--- src/inc/display_bank_pkg.sv ---
package display_bank_pkg;

    // Register byte offsets
    localparam logic [7:0] off_output_freq    = 8'h00;
    localparam logic [7:0] off_output_volt    = 8'h04;
    localparam logic [7:0] off_output_amp     = 8'h08;
    localparam logic [7:0] off_output_power   = 8'h0c;
    localparam logic [7:0] off_dc_link_volt   = 8'h10;
    localparam logic [7:0] off_commanded_freq = 8'h14;
    localparam logic [7:0] off_present_fault  = 8'h18;
    localparam logic [7:0] off_heatsink_temp  = 8'h1c;
    localparam logic [7:0] off_drive_cond     = 8'h20;
    localparam logic [7:0] off_drive_kind     = 8'h24;
    localparam logic [7:0] off_firmware_rev   = 8'h28;
    localparam logic [7:0] off_terminal_input = 8'h2c;
    localparam logic [7:0] off_phase_angle    = 8'h30;
    localparam logic [7:0] off_service_probe  = 8'h34;
    localparam logic [7:0] off_preset_switch  = 8'h38;
    localparam logic [7:0] off_analog_percent = 8'h3c;
    localparam logic [7:0] off_hist_newest    = 8'h40;
    localparam logic [7:0] off_hist_middle    = 8'h44;
    localparam logic [7:0] off_hist_oldest    = 8'h48;
    localparam logic [7:0] off_fault_flags    = 8'h4c;
    localparam logic [7:0] off_display_select = 8'h50;

    // Fault flag fields
    localparam int fault_flash_bit   = 0;
    localparam int reprogram_pend_bit = 1;

    // Value limits in display units
    localparam logic [15:0] freq_max_tenths    = 16'h0960;
    localparam logic [15:0] angle_max_tenths   = 16'h0708;
    localparam logic [15:0] dc_max_230         = 16'h0190;
    localparam logic [15:0] dc_max_460         = 16'h0320;
    localparam logic [15:0] analog_max_tenths  = 16'h05dc;
    localparam logic [7:0]  fault_code_max     = 8'h30;
    localparam logic [7:0]  reprogram_fault_code = 8'h30;
    localparam logic [7:0]  temp_floor         = 8'h45;
    localparam logic [7:0]  temp_ceiling       = 8'h96;
    localparam logic [3:0]  drive_cond_max     = 4'hb;
    localparam logic [4:0]  display_index_max  = 5'h13;
    localparam logic [4:0]  display_index_rst  = 5'h01;

    // AXI responses
    localparam logic [1:0] resp_okay   = 2'b00;
    localparam logic [1:0] resp_slverr = 2'b10;

    // Input mode encodings
    localparam logic [3:0] mode_three_wire = 4'h0;
    localparam logic [3:0] mode_preset     = 4'h8;

endpackage

--- src/hdl/drive_display_status_bank.sv ---
`timescale 1ns/1ps
// Notes on behaviour
// All bank values are read-only to software
// Last selected display index kept, shown first
// Output frequency in 0.1 Hz, 0..240.0
// Output voltage whole volts, up to maximum
// Output current 0.01 A, up to 2x rated
// Output power 0.01 kW, up to 2x rated
// Bus volts: 400 cap 230V, 800 460V
// Commanded frequency from source or preset, 0.1Hz
// Active fault code limited to 0..48
// Flash while fault uncleared, zero once cleared
// Heatsink degrees 69..150, 69 means below 70
// Drive status four bits, 0000..1011
// Input status open 0, closed 1
// Three-wire: reverse, stop, start, analog polarity
// Preset mode: bit 3 shows extra preset terminal
// Power factor angle 0.1 degree, 0..180
// Preset switches shown, model sets width
// Analog percent minus zero offset, +-150.0
// Newest history ignores repeated fault code
// New fault shifts history down one place
// Restore defaults: newest 48, others zero
// Reprogram fault cleared by keypad or stop toggle
// Values sampled together on update strobe
// Service fields are fixed or diagnostic only
module drive_display_status_bank
    import display_bank_pkg::*;
#(
    parameter logic [15:0] drive_kind_id  = 16'h00a5, // Arbitrary value
    parameter logic [15:0] firmware_rev   = 16'h0001, // Arbitrary value
    parameter bit          is_460v_unit   = 1'b1,
    parameter bit          is_preset_model = 1'b0
) (
    // Clock and reset
    input  wire logic        aclk,
    input  wire logic        aresetn,
    // AXI4-Lite write address
    input  wire logic [7:0]  s_axi_awaddr,
    input  wire logic        s_axi_awvalid,
    output logic             s_axi_awready,
    // AXI4-Lite write data
    input  wire logic [31:0] s_axi_wdata,
    input  wire logic [3:0]  s_axi_wstrb,
    input  wire logic        s_axi_wvalid,
    output logic             s_axi_wready,
    // AXI4-Lite write response
    output logic [1:0]       s_axi_bresp,
    output logic             s_axi_bvalid,
    input  wire logic        s_axi_bready,
    // AXI4-Lite read address
    input  wire logic [7:0]  s_axi_araddr,
    input  wire logic        s_axi_arvalid,
    output logic             s_axi_arready,
    // AXI4-Lite read data
    output logic [31:0]      s_axi_rdata,
    output logic [1:0]       s_axi_rresp,
    output logic             s_axi_rvalid,
    input  wire logic        s_axi_rready,
    // Measurement sources
    input  wire logic        update_strobe,
    input  wire logic [15:0] meas_output_freq,
    input  wire logic [15:0] meas_output_volt,
    input  wire logic [15:0] max_volt_limit,
    input  wire logic [15:0] meas_output_amp,
    input  wire logic [15:0] amp_limit_2x,
    input  wire logic [15:0] meas_output_power,
    input  wire logic [15:0] power_limit_2x,
    input  wire logic [15:0] meas_dc_link_volt,
    input  wire logic [15:0] source_freq,
    input  wire logic [15:0] preset_freq,
    input  wire logic        preset_active,
    input  wire logic [7:0]  meas_heatsink_temp,
    input  wire logic [3:0]  drive_condition_in,
    input  wire logic [15:0] meas_phase_angle,
    input  wire logic [15:0] service_probe_in,
    input  wire logic [15:0] analog_raw,
    input  wire logic [15:0] analog_zero_offset,
    // Terminal inputs and mode
    input  wire logic [3:0]  input_mode,
    input  wire logic        reverse_terminal,
    input  wire logic        stop_terminal,
    input  wire logic        start_terminal,
    input  wire logic        extra_preset_terminal,
    input  wire logic        analog_negative,
    input  wire logic        preset_switch_a,
    input  wire logic        preset_switch_b,
    input  wire logic        preset_switch_c,
    // Fault events
    input  wire logic        fault_event,
    input  wire logic [7:0]  fault_event_code,
    input  wire logic        fault_clear,
    input  wire logic        keypad_stop,
    input  wire logic        restore_defaults_action,
    // Display selection and nonvolatile storage
    input  wire logic        select_valid,
    input  wire logic [4:0]  select_index,
    input  wire logic        nv_load,
    input  wire logic [4:0]  nv_index,
    output logic [4:0]       nv_store_index,
    output logic             nv_store_strobe,
    output logic [4:0]       shown_index,
    output logic             fault_flash
);

    // Bus-side state
    logic        aw_held;
    logic        w_held;
    logic [7:0]  ar_addr;

    // Display registers
    logic [15:0] output_freq_value;
    logic [15:0] output_volt_value;
    logic [15:0] output_amp_value;
    logic [15:0] output_power_value;
    logic [15:0] dc_link_volt_value;
    logic [15:0] commanded_freq_value;
    logic [7:0]  present_fault_code;
    logic [7:0]  heatsink_temp_value;
    logic [3:0]  drive_condition_bits;
    logic [3:0]  terminal_input_bits;
    logic [15:0] phase_angle_value;
    logic [15:0] service_probe_value;
    logic [3:0]  preset_switch_bits;
    logic [15:0] analog_percent_value;
    logic [7:0]  fault_history_newest;
    logic [7:0]  fault_history_middle;
    logic [7:0]  fault_history_oldest;
    logic        reprogram_pending;
    logic        stop_prev;

    // Combinational samples
    logic [3:0]  next_terminal_bits;
    logic [15:0] next_analog;
    logic [7:0]  next_fault;
    logic signed [16:0] analog_diff;

    // Clamp to a ceiling
    function automatic logic [15:0] clamp16(input logic [15:0] v, input logic [15:0] lim);
        clamp16 = (v > lim) ? lim : v;
    endfunction

    // Terminal status; bit 3 follows the input mode
    always_comb begin
        next_terminal_bits = {1'b0, start_terminal, stop_terminal, reverse_terminal};
        if (input_mode == mode_preset) begin
            next_terminal_bits[3] = extra_preset_terminal;
        end else if (input_mode == mode_three_wire) begin
            next_terminal_bits[3] = analog_negative;
        end else begin
            next_terminal_bits[3] = analog_negative;
        end
    end

    // Analog percent less zero offset, clamped
    always_comb begin
        analog_diff = $signed({analog_raw[15], analog_raw})
                    - $signed({analog_zero_offset[15], analog_zero_offset});
        if (analog_diff > $signed({1'b0, analog_max_tenths})) begin
            next_analog = analog_max_tenths;
        end else if (analog_diff < -$signed({1'b0, analog_max_tenths})) begin
            next_analog = 16'(-$signed({1'b0, analog_max_tenths}));
        end else begin
            next_analog = analog_diff[15:0];
        end
    end

    // Fault code limited to range
    always_comb begin
        next_fault = (fault_event_code > fault_code_max) ? fault_code_max : fault_event_code;
    end

    // Sample measurements on the update strobe, analog percent in non-preset models only
    always_ff @(posedge aclk) begin
        if (!aresetn) begin
            output_freq_value    <= 16'h0;
            output_volt_value    <= 16'h0;
            output_amp_value     <= 16'h0;
            output_power_value   <= 16'h0;
            dc_link_volt_value   <= 16'h0;
            commanded_freq_value <= 16'h0;
            heatsink_temp_value  <= temp_floor;
            drive_condition_bits <= 4'h0;
            terminal_input_bits  <= 4'h0;
            phase_angle_value    <= 16'h0;
            service_probe_value  <= 16'h0;
            preset_switch_bits   <= 4'h0;
            analog_percent_value <= 16'h0;
        end else if (update_strobe) begin
            output_freq_value  <= clamp16(meas_output_freq, freq_max_tenths);
            output_volt_value  <= clamp16(meas_output_volt, max_volt_limit);
            output_amp_value   <= clamp16(meas_output_amp, amp_limit_2x);
            output_power_value <= clamp16(meas_output_power, power_limit_2x);
            dc_link_volt_value <= clamp16(meas_dc_link_volt,
                                          is_460v_unit ? dc_max_460 : dc_max_230);
            commanded_freq_value <= clamp16(preset_active ? preset_freq : source_freq,
                                            freq_max_tenths);
            // Anything below 70 C reads as the floor value
            if (meas_heatsink_temp < temp_floor + 8'h01) begin
                heatsink_temp_value <= temp_floor;
            end else if (meas_heatsink_temp > temp_ceiling) begin
                heatsink_temp_value <= temp_ceiling;
            end else begin
                heatsink_temp_value <= meas_heatsink_temp;
            end
            drive_condition_bits <= (drive_condition_in > drive_cond_max)
                                    ? drive_cond_max : drive_condition_in;
            terminal_input_bits  <= next_terminal_bits;
            phase_angle_value    <= clamp16(meas_phase_angle, angle_max_tenths);
            service_probe_value  <= service_probe_in;
            preset_switch_bits   <= {1'b0, is_preset_model & preset_switch_c,
                                     preset_switch_b, preset_switch_a};
            if (!is_preset_model) begin
                analog_percent_value <= next_analog;
            end
        end
    end

    // Active fault code and flash
    always_ff @(posedge aclk) begin
        if (!aresetn) begin
            present_fault_code <= 8'h00;
            fault_flash        <= 1'b0;
        end else if (fault_event) begin // Set wins over clear
            present_fault_code <= next_fault;
            fault_flash        <= 1'b1;
        end else if (restore_defaults_action) begin
            present_fault_code <= reprogram_fault_code;
            fault_flash        <= 1'b1;
        end else if (fault_clear || (reprogram_pending && (keypad_stop
                     || (stop_terminal != stop_prev)))) begin
            present_fault_code <= 8'h00;
            fault_flash        <= 1'b0;
        end
    end

    // Reprogram fault pending until stop
    always_ff @(posedge aclk) begin
        if (!aresetn) begin
            reprogram_pending <= 1'b0;
            stop_prev         <= 1'b0;
        end else begin
            stop_prev <= stop_terminal;
            if (restore_defaults_action) begin
                reprogram_pending <= 1'b1;
            end else if (keypad_stop || (stop_terminal != stop_prev)) begin
                reprogram_pending <= 1'b0;
            end
        end
    end

    // Fault history shift chain
    always_ff @(posedge aclk) begin
        if (!aresetn) begin
            fault_history_newest <= 8'h00;
            fault_history_middle <= 8'h00;
            fault_history_oldest <= 8'h00;
        end else if (restore_defaults_action) begin
            fault_history_newest <= reprogram_fault_code;
            fault_history_middle <= 8'h00;
            fault_history_oldest <= 8'h00;
        end else if (fault_event && next_fault != fault_history_newest) begin
            fault_history_oldest <= fault_history_middle;
            fault_history_middle <= fault_history_newest;
            fault_history_newest <= next_fault;
        end
    end

    // Displayed index, restored from storage
    always_ff @(posedge aclk) begin
        if (!aresetn) begin
            shown_index     <= display_index_rst;
            nv_store_index  <= display_index_rst;
            nv_store_strobe <= 1'b0;
        end else begin
            nv_store_strobe <= 1'b0;
            if (nv_load && nv_index != 5'h00 && nv_index <= display_index_max) begin
                shown_index <= nv_index;
            end else if (select_valid && select_index != 5'h00
                         && select_index <= display_index_max) begin
                shown_index     <= select_index;
                nv_store_index  <= select_index;
                nv_store_strobe <= 1'b1;
            end
        end
    end

    // Write channel: discard, answer with error
    always_ff @(posedge aclk) begin
        if (!aresetn) begin
            aw_held       <= 1'b0;
            w_held        <= 1'b0;
            s_axi_awready <= 1'b0;
            s_axi_wready  <= 1'b0;
            s_axi_bvalid  <= 1'b0;
            s_axi_bresp   <= resp_okay;
        end else begin
            s_axi_awready <= !aw_held && !s_axi_awready && !s_axi_bvalid && s_axi_awvalid;
            s_axi_wready  <= !w_held && !s_axi_wready && !s_axi_bvalid && s_axi_wvalid;
            if (s_axi_awvalid && s_axi_awready) begin
                aw_held <= 1'b1;
            end
            if (s_axi_wvalid && s_axi_wready) begin
                w_held <= 1'b1;
            end
            if (aw_held && w_held && !s_axi_bvalid) begin
                s_axi_bvalid <= 1'b1;
                s_axi_bresp  <= resp_slverr;
                aw_held      <= 1'b0;
                w_held       <= 1'b0;
            end else if (s_axi_bvalid && s_axi_bready) begin
                s_axi_bvalid <= 1'b0;
            end
        end
    end

    // Read channel: take address, then answer
    always_ff @(posedge aclk) begin
        if (!aresetn) begin
            s_axi_arready <= 1'b0;
            s_axi_rvalid  <= 1'b0;
            s_axi_rdata   <= 32'h0;
            s_axi_rresp   <= resp_okay;
            ar_addr       <= 8'h00;
        end else begin
            s_axi_arready <= !s_axi_arready && !s_axi_rvalid && s_axi_arvalid;
            if (s_axi_arvalid && s_axi_arready) begin
                ar_addr      <= s_axi_araddr;
                s_axi_rvalid <= 1'b1;
                s_axi_rresp  <= resp_okay;
                case (s_axi_araddr)
                    off_output_freq:    s_axi_rdata <= {16'h0, output_freq_value};
                    off_output_volt:    s_axi_rdata <= {16'h0, output_volt_value};
                    off_output_amp:     s_axi_rdata <= {16'h0, output_amp_value};
                    off_output_power:   s_axi_rdata <= {16'h0, output_power_value};
                    off_dc_link_volt:   s_axi_rdata <= {16'h0, dc_link_volt_value};
                    off_commanded_freq: s_axi_rdata <= {16'h0, commanded_freq_value};
                    off_present_fault:  s_axi_rdata <= {24'h0, present_fault_code};
                    off_heatsink_temp:  s_axi_rdata <= {24'h0, heatsink_temp_value};
                    off_drive_cond:     s_axi_rdata <= {28'h0, drive_condition_bits};
                    off_drive_kind:     s_axi_rdata <= {16'h0, drive_kind_id};
                    off_firmware_rev:   s_axi_rdata <= {16'h0, firmware_rev};
                    off_terminal_input: s_axi_rdata <= {28'h0, terminal_input_bits};
                    off_phase_angle:    s_axi_rdata <= {16'h0, phase_angle_value};
                    off_service_probe:  s_axi_rdata <= {16'h0, service_probe_value};
                    off_preset_switch:  s_axi_rdata <= {28'h0, preset_switch_bits};
                    off_analog_percent: s_axi_rdata <= {{16{analog_percent_value[15]}},
                                                        analog_percent_value};
                    off_hist_newest:    s_axi_rdata <= {24'h0, fault_history_newest};
                    off_hist_middle:    s_axi_rdata <= {24'h0, fault_history_middle};
                    off_hist_oldest:    s_axi_rdata <= {24'h0, fault_history_oldest};
                    off_fault_flags:    s_axi_rdata <= {30'h0, reprogram_pending,
                                                        fault_flash};
                    off_display_select: s_axi_rdata <= {27'h0, shown_index};
                    default: begin
                        s_axi_rdata <= 32'h0;
                        s_axi_rresp <= resp_slverr;
                    end
                endcase
            end else if (s_axi_rvalid && s_axi_rready) begin
                s_axi_rvalid <= 1'b0;
            end
        end
    end

endmodule

--- config.mk ---
export PLATFORM = sky130hd
export DESIGN_NAME = drive_display_status_bank
export DESIGN_NICKNAME = d
export VERILOG_FILES = /design/src/inc/display_bank_pkg.sv /design/src/hdl/drive_display_status_bank.sv
export SDC_FILE = /design/constraint.sdc
export NUM_CORES = 1
export LEC_CHECK = 0
export ABC_AREA = 1
export BUFFER_PORTS_ARGS = -buffer_cell sky130_fd_sc_hd__buf_4
export CORE_MARGIN = 1.5
export CORE_UTILIZATION = 40
export CTS_CLUSTER_DIAMETER = 30
export DETAILED_ROUTE_END_ITERATION = 6
export HOLD_SLACK_MARGIN = 0.08
export RECOVER_POWER = 25
export SYNTH_ARGS = -nofsm -noshare
export SYNTH_HDL_FRONTEND = slang
export SYNTH_SLANG_ARGS = --single-unit
--- constraint.sdc ---
create_clock -name aclk -period 3.9 [get_ports aclk]
set_input_delay 0.39 -clock aclk [delete_from_list [all_inputs] [get_ports aclk]]
set_output_delay 0.39 -clock aclk [all_outputs]
set_load 0.05 [all_outputs]
==> impl_results.md, run 1 <==
- Routed WL per cell: 16.70 um
- Worst min-delay path category: in2reg
- Worst-path clk slew: 0.05 ns
- Total Power: 8.249 mW
- GPL Wtd Cong: 0.9414
- Async S/R FF share, synth: 0%
- Max Cap Viol: 1
- Reg2Reg Setup Slack: 1.36 ns
- Num ports: 386
- CP arrival: 3.37 ns
- Post-synth top flop: dfxtp_1
- Pin count of the biggest net entering global routing: 68
- Post-Synth Simple-Gate Area: 27.18%
- Port bufs: 338
- Die extent in y: 184.7 um
- Share of layout cells above drive strength 1: 19.73%
- FMAX: 0.3411 GHz
- Clk sinks: 234
- Initial Util: 40.61%
- Hold worst-path end: s_axi_wready
- FP Rows: 66
- WS Path Type: in2reg
- Max reg flops: 17
- RSZ-0062 raised after global routing: false
- Overflow after GRT: 0
- Core area: 32540 um2
- R2R Path Start: s_axi_arready
- Largest family of logic cells by synthesized area: simple AND/OR/NAND/NOR gates
- Mapped cell area: 13210 um2
- Final WL: 46500 um
- Hold path depth: 3
- H-Tree Depth: 2
- Reg-to-Reg End: s_axi_rdata[9]
- Worst EP required: 4.34 ns
- Worst R2R Path Depth: 5
- Adder and majority gate portion of the synthesized area: 6.212%
- Pins Over Slew Limit: 56
- Worst Tran Pin Value: 2.607 ns
- Xor and xnor area share after synthesis: 0.4640%
- Register area share after synthesis: 35.45%
- CTS Hold Bufs: 5
- Status: complete, but fails checks
- #FFs+latches synth: 234
- Nets: 2700
- Post-detailed-route count of antenna-violating nets: 0
- Cts bufs inserted: 51
- Setup TNS: 0 ns
- Initial drt markers: 1022
- Die ar.: 34130 um2
- Vias: 14.40k
- Final Setup Violations: 0
- Mapped Cells: 1977
- Initial antenna violation count: 1
- First-pass GRT wire length: 70650 um
- Fin. Hold Viols: 0
- Total Routing Usage GR: 26.68%
- Final period util: 75.17%
- Synth warn: 0
- Max rail drop VDD: 0.2807 mV
- Skew final: 0.02702 ns
- Syn_area_per_cell: 6.683 um2
- Routed vias/inst: 5.172
- Detailed Routing Iterations Pass 1: 7
- P_leak: 8.371 nW
- Worst-skew pair later-pin latency: 0.56 ns
- Top-area cell type share of the netlist area: 35.45%
- Die X: 184.7 um
- Worst Setup Start Kind: input port
- Biggest register: s_axi_rdata
- Post-cts resize count: 0
- Area contributors post-synth: dfxtp_1 (35%), nand2_1 (14%), inv_1 (7.4%), o21ai_0 (6.7%), ha_1 (6.1%)
- Root Driver: clkbuf_16
- Post-CTS setup buffers: 0
- Critical Path End Type: flop
- Post-synth EDFFs: 0
- Failing checks: DRC, capacitance limit, slew limit
- DPL Wire Length: 35930 um
- Max-slew headroom: -73.83%
- Max clock buf depth: 3
- Post-synthesis mux area share: 0.8333%
- Post-synthesis compound-gate area fraction: 18.84%
- Period minus WS final: 2.931 ns
- Number of global-route vias before repair: 13.36k
- TritonCTS clock tree: built
- CP max FO: 55
- Syn-to-layout area delta: 34.74%
- Worst hold path startpoint: s_axi_wvalid
- DRC viols: 1
- Yosys top cell by area: dfxtp_1
- PwrDens: 463.3 nW/um2
- Synth cell types: 54
==> per-layer routing <==
metal  routed length, um  vias to the layer above  part of all wire (%)  track usage, %
met5                   0                        -                     0               0
met4                1212                        0                   2.6           8.033
met3                3816                       82                   8.2           5.137
met2               21000                      594                    45           44.03
met1               20470                     6565                    44           35.15
li1                    -                     7163                     -               -
==> cell usage in the layout, fill, tap and decap left out, drive strengths merged, types with 20 or more instances in the layout <==
cell type,instances
dfxtp,234
o21ai,181
o22ai,20
clkbuf,83
a21oi,150
buf,338
nand3,109
ha,64
nand2,498
nor2,197
inv,270
nor3,27
==> critical path, cell delays in order <==
cell and delay, ns:
clkbuf_1 0.20, clkbuf_1 1.88, nand4_1 0.18, dlygate4sd3_1 0.68
==> worst max path at each step <==
stage | startpoint | to | slack, ns | cells past startpoint
floorplan | analog_raw[0] | analog_percent_value[9] | 1.63 | 18
finish | aresetn | shown_index[0] | 0.97 | 4
detailed placement | analog_raw[0] | analog_percent_value[9] | 1.18 | 18
global placement | meas_output_power[15] | output_power_value[0] | 1.22 | 9
CTS | analog_raw[0] | analog_percent_value[9] | 1.72 | 18
global route | aresetn | shown_index[0] | 0.86 | 4
==> synthesized netlist by cell type, types with 5 or more instances <==
| library cell | count |
|---|---|
| o2111ai_1 | 6 |
| a21oi_1 | 145 |
| o211ai_1 | 6 |
| nand3_1 | 105 |
| buf_2 | 12 |
| o21ai_0 | 177 |
| dfxtp_1 | 234 |
| nand2_1 | 486 |
| o32ai_1 | 8 |
| inv_1 | 260 |
| xor2_1 | 6 |
| nor3_1 | 24 |
| a22o_1 | 5 |
| nor2_1 | 193 |
| nor4_1 | 5 |
| nand3b_1 | 5 |
| clkbuf_1 | 54 |
| a31oi_1 | 10 |
| nand4_1 | 17 |
| mux2i_1 | 11 |
| buf_4 | 18 |
| inv_2 | 9 |
| a221oi_1 | 16 |
| nand2_2 | 12 |
| ha_1 | 64 |
| o22ai_1 | 20 |
| a211oi_1 | 11 |
==> through the flow <==
step                instances  setup slack, ns  instance area, um2  util, %  hold slack (ns)
finish                   2785           0.9686               17800    54.72          0.09336
global route             2785           0.8573               17800    54.72           0.1015
CTS                      2784            1.719               17880    54.94          0.08434
detailed placement       2686            1.180               16010    49.22           0.4238
global placement         2686            1.217               16010    49.22           0.4178
floorplan                1978            1.630               13220        -           0.4101
==> layout make-up <==
class                           count  area, um2
Clock buffer                       65       1379
Inverter                          271       1017
Timing Repair Buffer              361       2655
Tap cell                          442      553.0
Fill cell                        3328      14730
Multi-Input combinational cell   1383       7079
Clock inverter                     28      432.9
Sequential cell                   234       4684
Antenna cell                        1      2.502
==> where the power goes <==
part / total, mW / leakage (nW) / internal [mW] / switching [mW]
Sequential: 2.61 / 1.92 / 2.52 / 0.0855
Combinational: 1.13 / 5.57 / 0.462 / 0.669
Clock: 4.51 / 0.886 / 3.14 / 1.37
==> cells by family after synthesis <==
group | Yosys count
AO/OA/AOI/OAI | 434
AND/OR/NAND/NOR | 864
multiplexers | 11
adder cells (fa/ha/maj) | 65
other | 1
flip-flops | 234
XOR/XNOR | 7
buffers and inverters | 361
No activity file was read; power rests on OpenSTA's default activity.
==> run 2, diff against run 1 <==
--- a/config.mk
+++ b/config.mk
@@ -5,13 +5,14 @@
 export SDC_FILE = /design/constraint.sdc
 export NUM_CORES = 1
 export LEC_CHECK = 0
-export ABC_AREA = 1
+export ABC_AREA = 0
 export BUFFER_PORTS_ARGS = -buffer_cell sky130_fd_sc_hd__buf_4
 export CORE_MARGIN = 1.5
 export CORE_UTILIZATION = 40
 export CTS_CLUSTER_DIAMETER = 30
 export DETAILED_ROUTE_END_ITERATION = 6
 export HOLD_SLACK_MARGIN = 0.08
+export PLACE_DENSITY = 0.65
 export RECOVER_POWER = 25
 export SYNTH_ARGS = -nofsm -noshare
 export SYNTH_HDL_FRONTEND = slang
==> constraint.sdc (replaced) <==
create_clock -name aclk -period 3.1 [get_ports aclk]
set_input_delay 0.31 -clock aclk [delete_from_list [all_inputs] [get_ports aclk]]
set_output_delay 0.31 -clock aclk [all_outputs]
set_load 0.05 [all_outputs]
==> impl_results.md, run 2 <==
- Post-synth top flop: dfxtp_1
- Final setup margin: 0.4567 ns (-0.5119 ns)
- Reg-to-Reg End: fault_history_newest[4]
- Die X: 178.6 um (-3.3%)
- Max rail drop VDD: 0.3762 mV (+34%)
- Worst hold path startpoint: s_axi_wvalid
- Cts bufs inserted: 46 (-9.8%)
- Period minus WS final: 2.643 ns
- Skew final: 0.01365 ns (-0.01337 ns)
- Synth warn: 0 (unchanged)
- Total Power: 9.770 mW (+18%)
- Die extent in y: 178.6 um (-3.3%)
- Die ar.: 31900 um2 (-6.5%)
- Clock group share of total power: 51.1% (-3.5 points)
- FP Rows: 64 (-3.0%)
- Post-detailed-route count of antenna-violating nets: 0 (unchanged)
- Worst-skew pair later-pin latency: 0.53 ns (-0.03 ns)
- Initial Util: 40.43% (-0.18 points)
- Yosys top cell by area: dfxtp_1
- First-pass GRT wire length: 66920 um (-5.3%)
- Setup WS pre-CTS: -0.09727 ns (-1.277 ns)
- Worst Setup Start Kind: input port
- Pin count of the biggest net entering global routing: 102 (+50%)
- Post-CTS setup buffers: 0 (unchanged)
- Final period util: 85.27%
- Cell Int Power: 7.314 mW (+19%)
- Worst EP required: 3.51 ns (-0.83 ns)
- Routed WL per cell: 19.95 um (+19%)
- Commonest non-fill, non-tap cell in the layout: buf_4
- Placed instance area: 15320 um2 (-4.3%)
- Top-count cell post-synth: dfxtp_1
- Top-area cell type share of the netlist area: 37.98% (+2.5 points)
- Routed vias/inst: 5.586 (+8.0%)
- Clk sinks: 234 (unchanged)
- #FFs+latches synth: 234 (unchanged)
- Comb pwr share: 15.2% (+1.5 points)
- Placed cells: 2100 (-22%)
- Max reg flops: 17 (unchanged)
- Number of global-route vias before repair: 12.05k (-9.8%)
- Worst Tran Pin Value: 1.334 ns (-1.274 ns)
- Max clock buf depth: 3 (unchanged)
- Final instance area: 17550 um2 (-1.4%)
- Status: completed
- Hold path depth: 2 (-1)
- Initial antenna violation count: 0 (-1)
- Origin of the worst setup path: analog_raw[0]
- Final Setup Violations: 0 (unchanged)
- Worst hold slack: 0.08973 ns (-0.003631 ns)
- CTS Hold Bufs: 72 (+67)
- Area contributors post-synth: dfxtp_1 (38%), mux2i_1 (8.5%), ha_1 (6.5%), a21oi_1 (5.0%), o21ai_0 (4.7%)
- Mapped Cells: 1406 (-29%)
- WS Path Type: in2reg
- Sequential power share: 33.7% (+2.1 points)
- Initial drt markers: 879 (-14%)
- Core area: 30510 um2 (-6.2%)
- TritonCTS clock tree: built
- Async S/R FF share, synth: 0% (unchanged)
- Post-cts resize count: 0 (unchanged)
- Biggest register: s_axi_rdata
- Worst R2R Path Depth: 8 (+3)
- Hold worst-path end: s_axi_wready
- Largest family of logic cells by synthesized area: compound AO/OA/AOI/OAI gates
- Post-synth EDFFs: 0 (unchanged)
- Detailed Routing Iterations Pass 1: 5 (-2)
- Filler cell count: 2704 (-19%)
- GPL Wtd Cong: 0.9191 (-2.4%)
- Max-slew headroom: 11.07% (+85 points)
- PwrDens: 556.6 nW/um2 (+20%)
- CP max FO: 4 (-93%)
- Xor and xnor area share after synthesis: 1.126% (+0.66 points)
- Fin cells: 2252 (-19%)
- Final WL: 44920 um (-3.4%)
- Max Cap Viol: 0 (-1)
- H-Tree Depth: 2 (unchanged)
- RSZ-0062 raised after global routing: false
- Root Driver: clkbuf_16
- Synth cell types: 80 (+48%)
- CP arrival: 3.05 ns (-0.32 ns)
- Sw Ratio: 25.14% (-0.56 points)
- DRC viols: 0 (-1)
- Most frequent cells in the layout: buf_4 (368), dfxtp_1 (234), nor2_1 (122), a21oi_1 (122), o21ai_0 (115)
- Worst min-delay path category: in2reg
- Reg2Reg Setup Slack: 0.93 ns (-0.43 ns)
- Mapped cell area: 12340 um2 (-6.6%)
- Post-synthesis compound-gate area fraction: 25.43% (+6.6 points)
- Worst-path clk slew: 0.05 ns (about the same)
- Pins Over Slew Limit: 0 (-100%)
- Top cells by count, synth: dfxtp_1 (234), a21oi_1 (123), nor2_1 (123), o21ai_0 (115), mux2i_1 (105)
- Total Routing Usage GR: 27.14% (+0.46 points)
- Adder and majority gate portion of the synthesized area: 6.654% (+0.44 points)
- P_leak: 7.905 nW (-5.6%)
- Critical Path End Type: flop
- Vias: 12.58k (-13%)
- Syn-to-layout area delta: 42.30%
- R2R Path Start: fault_history_newest[4]
- Post-Synth Simple-Gate Area: 14.42% (-13 points)
- Post-synthesis mux area share: 8.703% (+7.9 points)
- FMAX: 0.3783 GHz
- Fin. Hold Viols: 0 (unchanged)
- DPL Wire Length: 34340 um (-4.4%)
- Overflow after GRT: 0 (unchanged)
- Num ports: 386 (unchanged)
- Nets: 2222 (-18%)
- P_sw: 2.456 mW (+16%)
- Register area share after synthesis: 37.98% (+2.5 points)
- Share of layout cells above drive strength 1: 25.86% (+6.1 points)
- Ant. Diodes: 0 (-1)
- Syn_area_per_cell: 8.774 um2 (+31%)
- Port bufs: 338 (unchanged)
-- run 2: cells by family (layout without fill, tap and decap cells) --
logic type,after synthesis,after routing
simple gates,351,351
compound gates,470,470
fa+ha+maj,65,65
flops,234,234
other cells,1,2
buf+inv,163,612
mux,107,107
xor+xnor,15,15
-- run 2: how the worst max path moves through the flow --
stage	to	slack (ns)	cells past startpoint
floorplan	analog_percent_value[0]	0.26	12
global placement	analog_percent_value[0]	0.002	14
detailed placement	analog_percent_value[1]	-0.1	14
CTS	analog_percent_value[1]	0.45	14
global route	analog_percent_value[1]	0.27	5
finish	analog_percent_value[1]	0.46	14
-- run 2: area by class of cell --
| cell class | count | area [um2] | area share [%] |
|---|---|---|---|
| Sequential cell | 234 | 4684 | 26.69 |
| Clock buffer | 60 | 1305 | 7.435 |
| Multi-Input combinational cell | 1010 | 6969 | 39.70 |
| Tap cell | 396 | 495.5 | 2.823 |
| Clock inverter | 20 | 265.3 | 1.511 |
| Timing Repair Buffer | 453 | 3537 | 20.15 |
| Inverter | 79 | 296.5 | 1.689 |
-- run 2: metal layers --
| layer | GRT usage (%) | vias to the layer above | routed length, um |
|---|---|---|---|
| li1 | - | 6041 | - |
| met3 | 3.389 | 67 | 2664 |
| met5 | 0 | - | 0 |
| met1 | 35.56 | 5998 | 19520 |
| met4 | 6.528 | 0 | 893 |
| met2 | 47.16 | 474 | 21850 |
-- run 2: per-stage QoR --
step / TNS (ns) / utilization, %
floorplan: 0 / -
global placement: 0 / 50.23
detailed placement: -0.2332 / 50.23
CTS: 0 / 57.73
global route: 0 / 57.53
finish: 0 / 57.53
-- run 2: worst max-delay path, stage by stage --
cell       delay, ns
buf_4           0.08
inv_1           0.03
ha_1            0.21
fa_1            0.41
nor2b_2         0.19
o311ai_4        0.12
buf_4           0.16
a2bb2oi_1       0.15
xnor2_1         0.13
a2111oi_2       0.31
o211ai_1        0.15
and4bb_1        0.28
and3_1          0.22
a221o_1         0.29
-- run 2: power groups by stage --
stage                     Sequential (mW)  Clock (mW)  Combinational [mW]
after detailed placement             3.34           0                1.40
after floorplan                      3.34           0               0.754
final                                3.29        4.99                1.49
after CTS                            3.29        5.02                1.49
after global routing                 3.30        5.17                1.63
after global placement               3.34           0                1.38
==> run 3, diff against run 2 <==
--- a/config.mk
+++ b/config.mk
@@ -7,7 +7,7 @@
 export LEC_CHECK = 0
 export ABC_AREA = 0
 export BUFFER_PORTS_ARGS = -buffer_cell sky130_fd_sc_hd__buf_4
-export CORE_MARGIN = 1.5
+export CORE_MARGIN = 5
 export CORE_UTILIZATION = 40
 export CTS_CLUSTER_DIAMETER = 30
 export DETAILED_ROUTE_END_ITERATION = 6
==> impl_results.md, run 3 (synthesized netlist as in run 2, its figures left out) <==
- Syn-to-layout area delta: 44.90%
- H-Tree Depth: 2 (unchanged)
- Num ports: 386 (unchanged)
- Critical Path End Type: flop
- R2R Path Start: fault_history_newest[5]
- Worst Setup Start Kind: input port
- Hold worst-path end: output_power_value[3]
- Post-CTS setup buffers: 0 (unchanged)
- Initial drt markers: 1168 (+33%)
- Overflow after GRT: 0 (unchanged)
- P_leak: 7.979 nW (+0.93%)
- Biggest register: s_axi_rdata
- Origin of the worst setup path: power_limit_2x[2]
- Worst EP required: 3.53 ns (+0.02 ns)
- Period minus WS final: 2.929 ns (+0.2852 ns)
- CP bufs+invs: 5 (+2)
- Final Setup Violations: 0 (unchanged)
- Worst hold slack: 0.08172 ns (-0.008008 ns)
- Reg2Reg Setup Slack: 1.06 ns (+0.13 ns)
- Worst-skew pair later-pin latency: 0.56 ns (+0.03 ns)
- CP top delay family: buffers and inverters
- Max rail drop VDD: 0.3523 mV (-6.3%)
- Hold path depth: 3 (+1)
- Clk sinks: 234 (unchanged)
- Most frequent cells in the layout: buf_4 (345), dfxtp_1 (234), nor2_1 (122), a21oi_1 (122), o21ai_0 (115)
- Clock group share of total power: 52.3% (+1.2 points)
- Slowest CP cell: dlygate4sd3_1
- Worst R2R Path Depth: 7 (-1)
- Nets: 2248 (+1.2%)
- Reg-to-Reg End: fault_history_oldest[0]
- Max clock buf depth: 3 (unchanged)
- Worst hold path startpoint: meas_output_power[3]
- Number of global-route vias before repair: 12.55k (+4.1%)
- Final period util: 94.47% (+9.2 points)
- Post-detailed-route count of antenna-violating nets: 0 (unchanged)
- TritonCTS clock tree: built
- Worst-path clk slew: 0.06 ns (about the same)
- FMAX: 0.3415 GHz (-9.7%)
- Fin. Hold Viols: 0 (unchanged)
- Slowest stage delay, CP: 0.56 ns (+0.15 ns)
- Worst Tran Pin Value: 1.723 ns (+0.3886 ns)
- P_sw: 2.720 mW (+11%)
- Worst min-delay path category: in2reg
- Max reg flops: 17 (unchanged)
- Routed vias/inst: 5.562 (-0.43%)
- Cts bufs inserted: 49 (+6.5%)
- Comb pwr share: 15.2% (about the same)
- RSZ-0062 raised after global routing: false
- CP max FO: 9 (+5)
- Cell Int Power: 7.370 mW (+0.77%)
- Share of layout cells above drive strength 1: 25.04% (-0.82 points)
- Initial Util: 40.43% (unchanged)
- Detailed Routing Iterations Pass 1: 5 (unchanged)
- Sw Ratio: 26.96% (+1.8 points)
- Sequential power share: 32.5% (-1.2 points)
- Max-slew headroom: -14.84% (-26 points)
- Core area: 30510 um2 (unchanged)
- DPL Wire Length: 35150 um (+2.4%)
- PwrDens: 564.5 nW/um2 (+1.4%)
- CP cell instances: dlygate4sd3_1 > buf_4 > inv_1 > ha_1 > o21a_1 > o21ai_0 > a211o_1 > o21ai_0 > a21oi_1 > a211o_2 > buf_12 > mux2i_1 > dlygate4sd3_1 > a21oi_1
- Routed WL per cell: 20.26 um (+1.5%)
- First-pass GRT wire length: 69530 um (+3.9%)
- CP arrival: 3.36 ns (+0.31 ns)
- Pin count of the biggest net entering global routing: 95 (-6.9%)
- FP Rows: 64 (unchanged)
- Die extent in y: 185.6 um (+3.9%)
- Total Routing Usage GR: 25.47% (-1.7 points)
- Final Util: 58.59% (+1.1 points)
- Status: complete, but fails checks
- WS Path Type: in2reg
- Commonest non-fill, non-tap cell in the layout: buf_4
- Filler cell count: 2668 (-1.3%)
- Max Cap Viol: 1 (+1)
- Initial antenna violation count: 1 (+1)
- Vias: 12.72k (+1.1%)
- Die ar.: 34450 um2 (+8.0%)
- Skew final: 0.03135 ns (+0.01769 ns)
- GPL Wtd Cong: 0.9168 (-0.25%)
- Pins Over Slew Limit: 36 (+36)
- Port bufs: 338 (unchanged)
- Failing checks: capacitance limit, slew limit
- Final instance area: 17870 um2 (+1.8%)
- DRC viols: 0 (unchanged)
- Die X: 185.6 um (+3.9%)
- Final WL: 46310 um (+3.1%)
- Placed instance area: 15350 um2 (+0.16%)
- Root Driver: clkbuf_16
[run 3: cell types whose count changed in the layout (fill, tap and decap cells not counted), moves of 5 or more]
cell / before / now
dlygate4sd3_1: 72 / 95
clkbuf_1: 16 / 34
buf_4: 368 / 345
and2_0: 6 / 0
clkbuf_8: 8 / 2
inv_6: 1 / 6
and2_1: 21 / 27
[run 3: worst max path at each step]
stage                     cells after the start                      end
after floorplan                              12  analog_percent_value[0]
after global placement                       14  analog_percent_value[0]
after detailed placement                     14  analog_percent_value[0]
after CTS                                    14    output_power_value[5]
after global routing                         14    output_power_value[5]
final                                        14    output_power_value[6]
[run 3: worst min-delay path, stage by stage]
cell and delay, ns:
buf_4 0.09, mux2i_1 0.07, a21oi_1 0.13
[run 3: metrics by stage]
| step | TNS (ns) | power [mW] | std cells | setup WS [ns] |
|---|---|---|---|---|
| after floorplan | 0 | 4.096 | 1407 | 0.2559 |
| after global placement | -0.05969 | 4.731 | 2100 | -0.02987 |
| after detailed placement | -0.1974 | 4.751 | 2100 | -0.09328 |
| after CTS | 0 | 10.12 | 2285 | 0.1082 |
| after global routing | 0 | 10.45 | 2285 | 0.01675 |
| final | 0 | 10.09 | 2286 | 0.1715 |
[run 3: repair_timing]
action                     CTS  global route
resized for setup            0             1
setup endpoints to repair    0             3
hold endpoints to repair    89             0
hold buffers                95             0
[run 3: area by class of cell]
type	count	area [um2]	area share (%)
antenna	1	2.502	0.01400
clock buffer	57	1297	7.259
clock inverter	33	387.9	2.170
inverter	79	296.5	1.659
multi-input combinational	1010	6975	39.02
sequential	234	4684	26.21
tap	396	495.5	2.772
timing repair buffer	476	3735	20.89
[run 3: power groups by stage]
stage,clock network (mW),registers (mW),logic [mW]
after global routing,5.49,3.29,1.67
after detailed placement,0,3.33,1.42
after global placement,0,3.33,1.40
final,5.28,3.28,1.53
after floorplan,0,3.34,0.754
after CTS,5.31,3.28,1.54
[run 3: metal layers]
metal  GRT usage (%)  part of all wire [%]
met1           34.03                    42
met2           42.89                    48
met3           3.635                   7.4
met4           7.724                   2.9
met5               0                 0.028
